`src/hw/occ_pkg.sv`:
```
// Constants for the output compare control word block.
`default_nettype none
package occ_pkg;
	// Register indices on the plain register port
	localparam logic [3:0] OCC_ADDR_CTRL2 = 4'h0;
	localparam logic [3:0] OCC_ADDR_MODE = 4'h1;
	localparam logic [3:0] OCC_ADDR_STAT = 4'h2;
	localparam logic [3:0] OCC_ADDR_MASK = 4'h3;
	// Control word field positions
	localparam int OCC_B_HOLD = 15;
	localparam int OCC_B_FLEVEL = 14;
	localparam int OCC_B_FDIR = 13;
	localparam int OCC_B_INV = 12;
	localparam int OCC_B_FRAC_HI = 10;
	localparam int OCC_B_FRAC_LO = 9;
	localparam int OCC_B_CASC = 8;
	localparam int OCC_B_TRIG = 7;
	localparam int OCC_B_TRUN = 6;
	localparam int OCC_B_TRIS = 5;
	localparam int OCC_B_SRC_HI = 4;
	// Control word reset value and implemented bits
	localparam logic [15:0] OCC_CTRL2_RST = 16'h000C;
	localparam logic [15:0] OCC_CTRL2_MASK = 16'hF7FF;
	// Mode register: compare mode in 2:0, fault latch flag in bit 4
	localparam int OCC_B_FLATCH = 4;
	localparam logic [2:0] OCC_MODE_RST = 3'h0;
	localparam logic [2:0] OCC_MODE_PWM_A = 3'h6;
	localparam logic [2:0] OCC_MODE_PWM_B = 3'h7;
	// Interrupt status bits
	localparam int OCC_I_FAULT = 0;
	localparam int OCC_I_TRIG = 1;
	localparam logic [1:0] OCC_IRQ_RST = 2'h0;
	localparam logic [1:0] OCC_FRAC_RST = 2'h0;
	localparam logic [15:0] OCC_ZERO16 = 16'h0000;
	// Quarter step delay line length
	localparam int OCC_DLY_LEN = 3;
endpackage
`default_nettype wire

```
`src/hw/occ_top.sv`:
```
// Output compare second control word: fault, invert, fraction, cascade, trigger, tri-state.
//
// Our own choices: the plain strobed port and the placing of the registers.
`default_nettype none
// Overview of operation
// - With hold select set, fault mode lasts until the fault is gone and the latch flag is cleared; otherwise until the fault is gone and a new period starts.
// - During a fault the output is driven to the fault drive level.
// - With direction select set a fault forces the pin to an output; otherwise the pin direction is left alone.
// - The output invert bit inverts the compare output.
// - The duty fraction field delays the output edge by zero to three quarters of an instruction cycle.
// - The duty fraction is double-buffered to the period start only in the PWM modes 110 and 111.
// - Cascade enable joins an odd and an even channel for 32-bit operation.
// - Trigger select 1 triggers the channel from the chosen source; 0 synchronises it to that source.
// - The trigger running flag is set by hardware once triggered and reads 0 while not triggered.
// - The tri-state select bit floats the compare pin; clear, the channel drives it.
// - Reset clears all implemented control bits except source select bits 3 and 2, which reset to 1.
module occ_top
	import occ_pkg::*;
(
	input wire logic sys_clk,
	input wire logic srst,
	input wire logic [3:0] reg_addr,
	input wire logic [15:0] reg_wdata,
	input wire logic reg_wr,
	input wire logic reg_rd,
	output logic [15:0] reg_rdata,
	input wire logic compare_raw,
	input wire logic period_start,
	input wire logic source_event,
	input wire logic fault_pin,
	output logic compare_output,
	output logic compare_output_oe_n,
	output logic cascade_enable,
	output logic [4:0] source_select_field,
	output logic timer_run,
	output logic sync_pulse,
	output logic irq
);
	logic [15:0] ctrl_reg;
	logic [15:0] ctrl_next;
	logic [2:0] mode_reg;
	logic latch_reg;
	logic latch_next;
	logic [1:0] stat_reg;
	logic [1:0] stat_next;
	logic [1:0] mask_reg;
	logic [1:0] frac_reg;
	logic [1:0] frac_next;
	logic fault_reg;
	logic fault_next;
	logic [2:0] fsync_reg;
	logic fclean_reg;
	logic [OCC_DLY_LEN-1:0] dly_reg;
	logic [15:0] rdata_reg;
	logic out_reg;
	logic oe_n_reg;
	logic run_reg;
	logic sync_reg;
	logic irq_reg;

	// Address decode
	wire sel_ctrl = reg_addr == OCC_ADDR_CTRL2;
	wire sel_mode = reg_addr == OCC_ADDR_MODE;
	wire sel_stat = reg_addr == OCC_ADDR_STAT;
	wire sel_mask = reg_addr == OCC_ADDR_MASK;
	wire wr_ctrl = reg_wr && sel_ctrl;
	wire wr_mode = reg_wr && sel_mode;
	wire wr_mask = reg_wr && sel_mask;
	wire rd_stat = reg_rd && sel_stat;

	// Control fields
	wire hold_sel = ctrl_reg[OCC_B_HOLD];
	wire flevel = ctrl_reg[OCC_B_FLEVEL];
	wire fdir = ctrl_reg[OCC_B_FDIR];
	wire inv = ctrl_reg[OCC_B_INV];
	wire [1:0] frac_field = ctrl_reg[OCC_B_FRAC_HI:OCC_B_FRAC_LO];
	wire trig_sel = ctrl_reg[OCC_B_TRIG];
	wire trun = ctrl_reg[OCC_B_TRUN];
	wire tris = ctrl_reg[OCC_B_TRIS];
	wire pwm_mode = (mode_reg == OCC_MODE_PWM_A) || (mode_reg == OCC_MODE_PWM_B);

	// Fault filter: a change counts once stages two and three agree
	wire fault_seen = fclean_reg;
	wire fault_enter = fault_seen && !fault_reg;

	// Fault exit condition depends on hold select
	wire fault_exit = hold_sel ? (!fault_seen && !latch_reg)
		: (!fault_seen && period_start);
	assign fault_next = fault_seen ? 1'b1 : (fault_reg && !fault_exit);

	// Latch flag: hardware set wins over a software clear
	wire latch_clr = wr_mode && !reg_wdata[OCC_B_FLATCH];
	assign latch_next = fault_seen || (latch_reg && !latch_clr);

	// Trigger running: set by source in trigger mode, held clear in sync mode
	wire trig_hit = trig_sel && source_event && !trun;
	wire trun_wr = wr_ctrl ? reg_wdata[OCC_B_TRUN] : trun;
	wire trun_next = trig_sel && (trun_wr || (trig_sel && source_event));

	// Control word next value; reserved bit stays zero
	wire [15:0] ctrl_wr = wr_ctrl ? (reg_wdata & OCC_CTRL2_MASK) : ctrl_reg;
	always_comb begin
		ctrl_next = ctrl_wr;
		ctrl_next[OCC_B_TRUN] = trun_next;
	end

	// Active fraction: buffered to period start only in PWM modes
	wire frac_load = pwm_mode ? period_start : 1'b1;
	assign frac_next = frac_load ? frac_field : frac_reg;

	// Quarter step delay of the raw compare edge
	wire delayed = (frac_reg == 2'h0) ? compare_raw : dly_reg[frac_reg - 2'h1];
	wire level = delayed ^ inv;
	wire out_next = fault_next ? flevel : level;
	// A forced direction overrides the tri-state select during a fault
	wire oe_n_next = (fault_next && fdir) ? 1'b0 : tris;

	// Interrupt events, set wins over the read clear
	wire [1:0] ev = {trig_hit, fault_enter};
	assign stat_next = ev | (rd_stat ? OCC_IRQ_RST : stat_reg);

	// Read mux, unmapped reads as zero
	wire [15:0] rd_mux = sel_ctrl ? ctrl_reg
		: sel_mode ? {11'h000, latch_reg, 1'b0, mode_reg}
		: sel_stat ? {14'h0000, stat_reg}
		: sel_mask ? {14'h0000, mask_reg}
		: OCC_ZERO16;

	// Three stage fault pin synchroniser with agreement filter
	always_ff @(posedge sys_clk) begin
		if (srst) begin
			fsync_reg <= 3'h0;
			fclean_reg <= 1'b0;
		end else begin
			fsync_reg <= {fsync_reg[1:0], fault_pin};
			if (fsync_reg[1] == fsync_reg[2]) begin
				fclean_reg <= fsync_reg[2];
			end
		end
	end

	// Register file
	always_ff @(posedge sys_clk) begin
		if (srst) begin
			ctrl_reg <= OCC_CTRL2_RST;
			mode_reg <= OCC_MODE_RST;
			latch_reg <= 1'b0;
			stat_reg <= OCC_IRQ_RST;
			mask_reg <= OCC_IRQ_RST;
		end else begin
			ctrl_reg <= ctrl_next;
			if (wr_mode) begin
				mode_reg <= reg_wdata[2:0];
			end
			latch_reg <= latch_next;
			stat_reg <= stat_next;
			if (wr_mask) begin
				mask_reg <= reg_wdata[1:0];
			end
		end
	end

	// Read data one cycle after the strobe, zero otherwise
	always_ff @(posedge sys_clk) begin
		if (srst) begin
			rdata_reg <= OCC_ZERO16;
		end else begin
			rdata_reg <= reg_rd ? rd_mux : OCC_ZERO16;
		end
	end

	// Output path and fault state
	always_ff @(posedge sys_clk) begin
		if (srst) begin
			fault_reg <= 1'b0;
			frac_reg <= OCC_FRAC_RST;
			dly_reg <= '0;
			out_reg <= 1'b0;
			oe_n_reg <= 1'b0;
		end else begin
			fault_reg <= fault_next;
			frac_reg <= frac_next;
			dly_reg <= {dly_reg[OCC_DLY_LEN-2:0], compare_raw};
			out_reg <= out_next;
			oe_n_reg <= oe_n_next;
		end
	end

	// Timer control: trigger gates the run, sync restarts on the source
	always_ff @(posedge sys_clk) begin
		if (srst) begin
			run_reg <= 1'b1;
			sync_reg <= 1'b0;
			irq_reg <= 1'b0;
		end else begin
			run_reg <= trig_sel ? trun_next : 1'b1;
			sync_reg <= !trig_sel && source_event;
			irq_reg <= |(stat_next & mask_reg);
		end
	end

	assign reg_rdata = rdata_reg;
	assign compare_output = out_reg;
	assign compare_output_oe_n = oe_n_reg;
	// Cascade bit goes straight to the partner channel's joiner
	assign cascade_enable = ctrl_reg[OCC_B_CASC];
	// Source choice is software's; self-selection is not guarded here
	assign source_select_field = ctrl_reg[OCC_B_SRC_HI:0];
	assign timer_run = run_reg;
	assign sync_pulse = sync_reg;
	assign irq = irq_reg;
endmodule
`default_nettype wire

```
`config.mk`:
```
export PLATFORM = sky130hd
export DESIGN_NAME = occ_top
export DESIGN_NICKNAME = d
export VERILOG_FILES = /design/src/hw/occ_pkg.sv /design/src/hw/occ_top.sv
export SDC_FILE = /design/constraint.sdc
export NUM_CORES = 1
export LEC_CHECK = 0
export ABC_CLOCK_PERIOD_IN_PS = 1800
export BUFFER_PORTS_ARGS = -buffer_cell sky130_fd_sc_hd__buf_2
export CORE_MARGIN = 1.5
export CORE_UTILIZATION = 50
export CTS_CLUSTER_DIAMETER = 50
export DETAILED_ROUTE_END_ITERATION = 16
export PLACE_DENSITY = 0.75
export SYNTH_ARGS = -nofsm -noshare
export SYNTH_HDL_FRONTEND = slang
export SYNTH_SLANG_ARGS = --single-unit
```
`constraint.sdc`:
```
create_clock -name sys_clk -period 1.8 [get_ports sys_clk]
set_clock_uncertainty 0.15 [all_clocks]
set_input_delay 0.09 -clock sys_clk [delete_from_list [all_inputs] [get_ports sys_clk]]
set_output_delay 0.09 -clock sys_clk [all_outputs]
set_load 0.02 [all_outputs]
```
# After elaboration in Yosys (flattened, before gate mapping)
# Cells that the tools add are included.
[totals]
reg_bits = 54
input_bits = 28
out_inout_bits = 27
elab_cells = 77
[op_classes]
addsub = 1
order_cmp = 1
n_eq_ne = 6
mux = 13
bitwise_logic = 5
reduce_logical = 33
[ops]
columns = ["cell", "n"]
rows = [
  ["2-to-1 mux 16 bit", 1],
  ["logical AND 1 bit", 15],
  ["equality test 4 x 2 -> 1 bit, second input constant", 2],
  ["zero test 1 bit", 8],
  ["OR reduction 2 bit", 4],
  ["2-to-1 mux 1 bit", 7],
  ["equality test 3 bit, second input constant", 2],
  ["2-to-1 mux 2 bit", 3],
  ["2-to-1 mux 5 bit", 1],
  ["OR reduction 5 bit", 1],
  ["equality test 4 x 1 -> 1 bit, second input constant", 1],
  ["zero test 4 bit", 1],
  ["logical OR 1 bit", 3],
  ["< comparator 2 x 3 -> 1 bit, second input constant", 1],
  ["bitwise AND 2 bit", 1],
  ["binary-select mux 1 bit (select 2 bit)", 1],
  ["zero test 2 bit", 1],
  ["inverter 1 bit", 2],
  ["OR 2 bit", 1],
  ["subtractor 2 x 1 -> 2 bit, second input constant", 1],
  ["equality test 1 bit", 1],
  ["XOR 1 bit", 1],
]

# Longest topological paths before layout
[depth]
ltp_word = 8
mapped_depth = 7
ltp_nobuf = 6

# Worst setup path after synthesis
# No wires, ideal clock.
[synth_path]
kind = "register -> register"
from = "register frac_reg[0]"
to = "register out_reg, in the netlist compare_output"
setup_time_ns = 0.086
arrival_ns = 1.409
required_ns = 1.564
path_slack_ns = 0.155
stages_incl_launch_ff = 7
path_buffers = 0
synth_period_minus_slack_ns = 1.645
path_cell_list = "dfxtp_1 -> inv_1 -> ha_1 -> mux2i_1 -> o311a_1 -> xor2_1 -> a211oi_1"
[synth_via]
elab_chain_cells = 6
word_cells_on_any_way = 7
classes_between = "add/sub (1); mux (4); bitwise (1); reduce/logical (1)"
[synth_rtl]
columns = ["element", "line_no", "rtl"]
rows = [
  ["start: declaration", "occ_top.sv:47", "logic [1:0] frac_reg;"],
  ["start signal: assignment", "occ_top.sv:182", "frac_reg <= frac_next;"],
  ["subtractor 2 x 1 -> 2 bit", "occ_top.sv:112", "wire delayed = (frac_reg == 2'h0) ? compare_raw : dly_reg[frac_reg - 2'h1];"],
  ["binary-select mux 1 bit (select 2 bit)", "occ_top.sv:112", ""],
  ["2-to-1 mux 1 bit (not written as such)", "occ_top.sv:112", ""],
  ["2-to-1 mux 1 bit (*)", "occ_top.sv:112", ""],
  ["XOR 1 bit (*)", "occ_top.sv:113", "wire level = delayed ^ inv;"],
  ["2-to-1 mux 1 bit (*)", "occ_top.sv:114", "wire out_next = fault_next ? flevel : level;"],
  ["end signal: assignment", "occ_top.sv:184", "out_reg <= out_next;"],
  ["end: declaration", "occ_top.sv:55", "logic out_reg;"],
]
# Every way passes the cells marked *; elsewhere a longest branch is shown, timed or not. The select of a mux whose other input is x is not followed.
# A chain may end at the register's enable or synchronous reset.

# Worst setup path in the final report
# Ends and elaborated chain as after synthesis.

==> summary.md <==
| Metric | Value |
|---|---|
| Area Overhead vs Synth | `28.9%` |
| Post-detail-place hpwl | `around 2600 um` |
| Via count | `1492` |
| Max-Cap Viols | `0` |
| Die extent in x | `between 60 and 70 um` |
| Share of cells above drive strength 1 | `0.267` |
| Async set or reset register ratio after synthesis | `0` |
| Total wire length | `roughly 3700 um` |
| I/O Buffers | `between 50 and 60` |
| RR Endpoint | `compare_output` |
| CP peak stage delay | `350 ps` |
| CP arrival | `~1800 ps` |
| CTS tree | `yes` |
| Clock-pin transition on the worst setup and hold timing paths | `roughly 90 ps` |
| Min-Delay Endpoint | `ctrl_reg[6]` |
| Fin util | `0.677` |
| Fillers | `298` |
| Final Critical Period | `between 1500 and 2000 ps` |
| Worst Hold Launch | `reg_wdata[6]` |
| Drc violations | `0` |
| CTS Sinks | `53` |
| Crit-path cells | `inv_1 > ha_1 > mux2i_1 > o311a_1 > xor2_1 > a211oi_1` |
| Vias in the first global route | `1376` |
| WP data required | `1870 ps` |
| Crit-path slowest cell | `dfxtp_2` |
| Startpoint Class | `register` |
| Yosys top cell area share | `0.548` |
| Die Area | `about 4300 sq um` |
| Final ANT Viol Nets | `0` |
| Top cells by area, synth | `dfxtp_1 (55%), nand2_1 (5.8%), mux2i_1 (5.7%)` |
| Layout net count | `290` |
| Cell count after synthesis | `slightly below 200` |
| Setup Viol. Count Final | `0` |
| Post-CTS setup buffer count | `0` |
| Leakage | `about 1.1 nW` |
| Row count | `22` |
| Sequential fraction of the synthesis area | `0.548` |
| Post-synth top cells | `dfxtp_1 (53), nand2_1 (30), nor2_1 (16)` |
| Period utilisation layout | `0.954` |
| ANT cells | `0` |
| Via density | `approximately 4.8` |
| Synthesized area per cell | `9.88 sq um` |
| Skew-Pair Late Insertion Delay | `300 ps` |
| Cell variety after synth | `37` |
| H-tree depth | `2` |
| Setup_tns | `0 ps` |
| Top achievable clock speed | `582 MHz` |
| Hold crit path type | `in2reg` |
| Routed len/inst | `~12 um` |
| Most common cell in the netlist | `dfxtp_1` |
| First-pass GRT wire length | `about 6300 um` |
| Max VDD drop | `0.711 mV` |
| Endpoints failing hold | `0` |
| Cell taking the most area after synthesis | `dfxtp_1` |
| Worst Path Buf+Inv | `1` |
| # IOs | `55` |
| CTS buffer count | `5` |
| Number of synthesized flops with an enable pin | `0` |
| Worst r2r path cells | `6` |
| Busiest grt layer | `met2` |
| #FFs+latches synth | `between 50 and 60` |
| Synth Flop Type | `dfxtp_1` |
| Tot GR Track Use | `0.193` |
| GRT overflow | `0` |
| Root Driver | `clkbuf_8` |
| Crit Path Max Fanout | `3` |
| Met3 Usage GRT | `0.0548` |
| Clk buf depth | `2` |
| Synthesis Warnings | `0` |
| Hold path cells | `3` |
| Crit path max-delay family | `compound AO/OA/AOI/OAI gates` |
| Slew Viols, Final | `0` |
| Status | `finished, final reports clean` |
| Largest net degree at the start of global routing | `37` |
| Syn nets | `about 230` |
| Die H | `approximately 65 um` |
| Reg2Reg Launch Point | `frac_reg[0]` |
| Drt pass-1 iters | `4` |
| Initial antenna violation count | `0` |
| Initial Util | `0.525` |
| Power per standard cell area | `866 nW/um^2` |
| Setup slack, reg-to-reg | `slightly above 80 ps` |
| Violation count after the first detailed-route iteration | `99` |
| Kind of critical path | `reg2reg` |
| Unrepaired setup endpoints after global routing | `false` |
| M2 GR Usage | `0.327` |
| Core area | `3690 sq um` |
| Setup crit end kind | `register` |
| Gpl congestion | `roughly 0.77` |
| Met1 usage | `0.238` |
| Cell area after synthesis | `around 1900 sq um` |
==> how the worst max path moves through the flow <==
stage                      from        endpoint  slack (ps)  cells after the start
global placement    frac_reg[0]  compare_output         110                      6
finish              frac_reg[0]  compare_output          80                      6
global route        frac_reg[0]  compare_output          10                      6
floorplan           frac_reg[0]  compare_output         160                      6
detailed placement  frac_reg[0]  compare_output          80                      6
CTS                 frac_reg[0]  compare_output          50                      6
==> placed cells by master, fill, tap and decap left out, types with 3 or more instances in the layout <==
master	synthesis	routed
a21oi_1	13	13
buf_4	6	4
nor2b_1	8	8
nor2_1	16	16
nand3b_1	3	3
inv_1	5	5
clkbuf_8	0	6
dlygate4sd3_1	0	18
nand2_1	30	30
buf_2	2	52
and2_1	10	10
dfxtp_1	53	52
mux2i_1	11	11
==> tightest hold or removal path, cell delays in order <==
cell and delay [ps]:
buf_2 80, mux2i_1 80, a21boi_0 190
==> per-stage QoR <==
step	instances	hold slack [ps]	setup WS (ps)	cell area (sq um)	total power, mW
2_1_floorplan	196	55.9	155	1940	1.29
3_3_place_gp	284	153	110	2190	1.33
3_5_place_dp	284	158	79.8	2190	1.34
4_1_cts	310	30.3	54.2	2490	2.17
5_1_grt	310	35.6	12.3	2500	2.24
6_report	310	29.2	82.3	2500	2.16
==> layer usage <==
metal | vias to the layer above | part of all wire
met5 | - | 0
met4 | 0 | 0.012
met3 | 6 | 0.049
met2 | 44 | 0.49
met1 | 670 | 0.45
li1 | 772 | -
==> cells by family (layout without fill, tap and decap cells) <==
kind of cell / Yosys count / in the layout / synth area share
simple gates: 83 / 83 / 0.227
flops: 53 / 53 / 0.548
compound gates: 23 / 23 / 0.0749
buf+inv: 21 / 87 / 0.0575
mux: 13 / 13 / 0.0801
fa+ha+maj: 1 / 1 / 0.00646
other cells: 1 / 1 / 0.00194
xor+xnor: 1 / 1 / 0.00452
==> power breakdown <==
group / switching (mW) / internal (mW) / total (mW)
combinational: 0.0696 / 0.0736 / 0.143
clock: 0.373 / 0.452 / 0.825
sequential: 0.00724 / 1.19 / 1.19
==> final cells by class <==
class	count	area [sq um]	share of cell area
well taps	48	60.1	0.0241
clock buffers	6	82.6	0.0331
flip-flops and latches	53	1060	0.426
repair buffers	74	470	0.188
clock inverters	2	37.5	0.0150
multi-input cells	122	764	0.306
inverters	5	18.8	0.00752
==> what timing repair did <==
action / in CTS / in global routing
hold buffers: 18 / 0
endpoints found under the setup margin: 0 / 1
resized for setup: 0 / 1
endpoints found under the hold margin: 26 / 0
No activity file was read; power rests on OpenSTA's default activity.
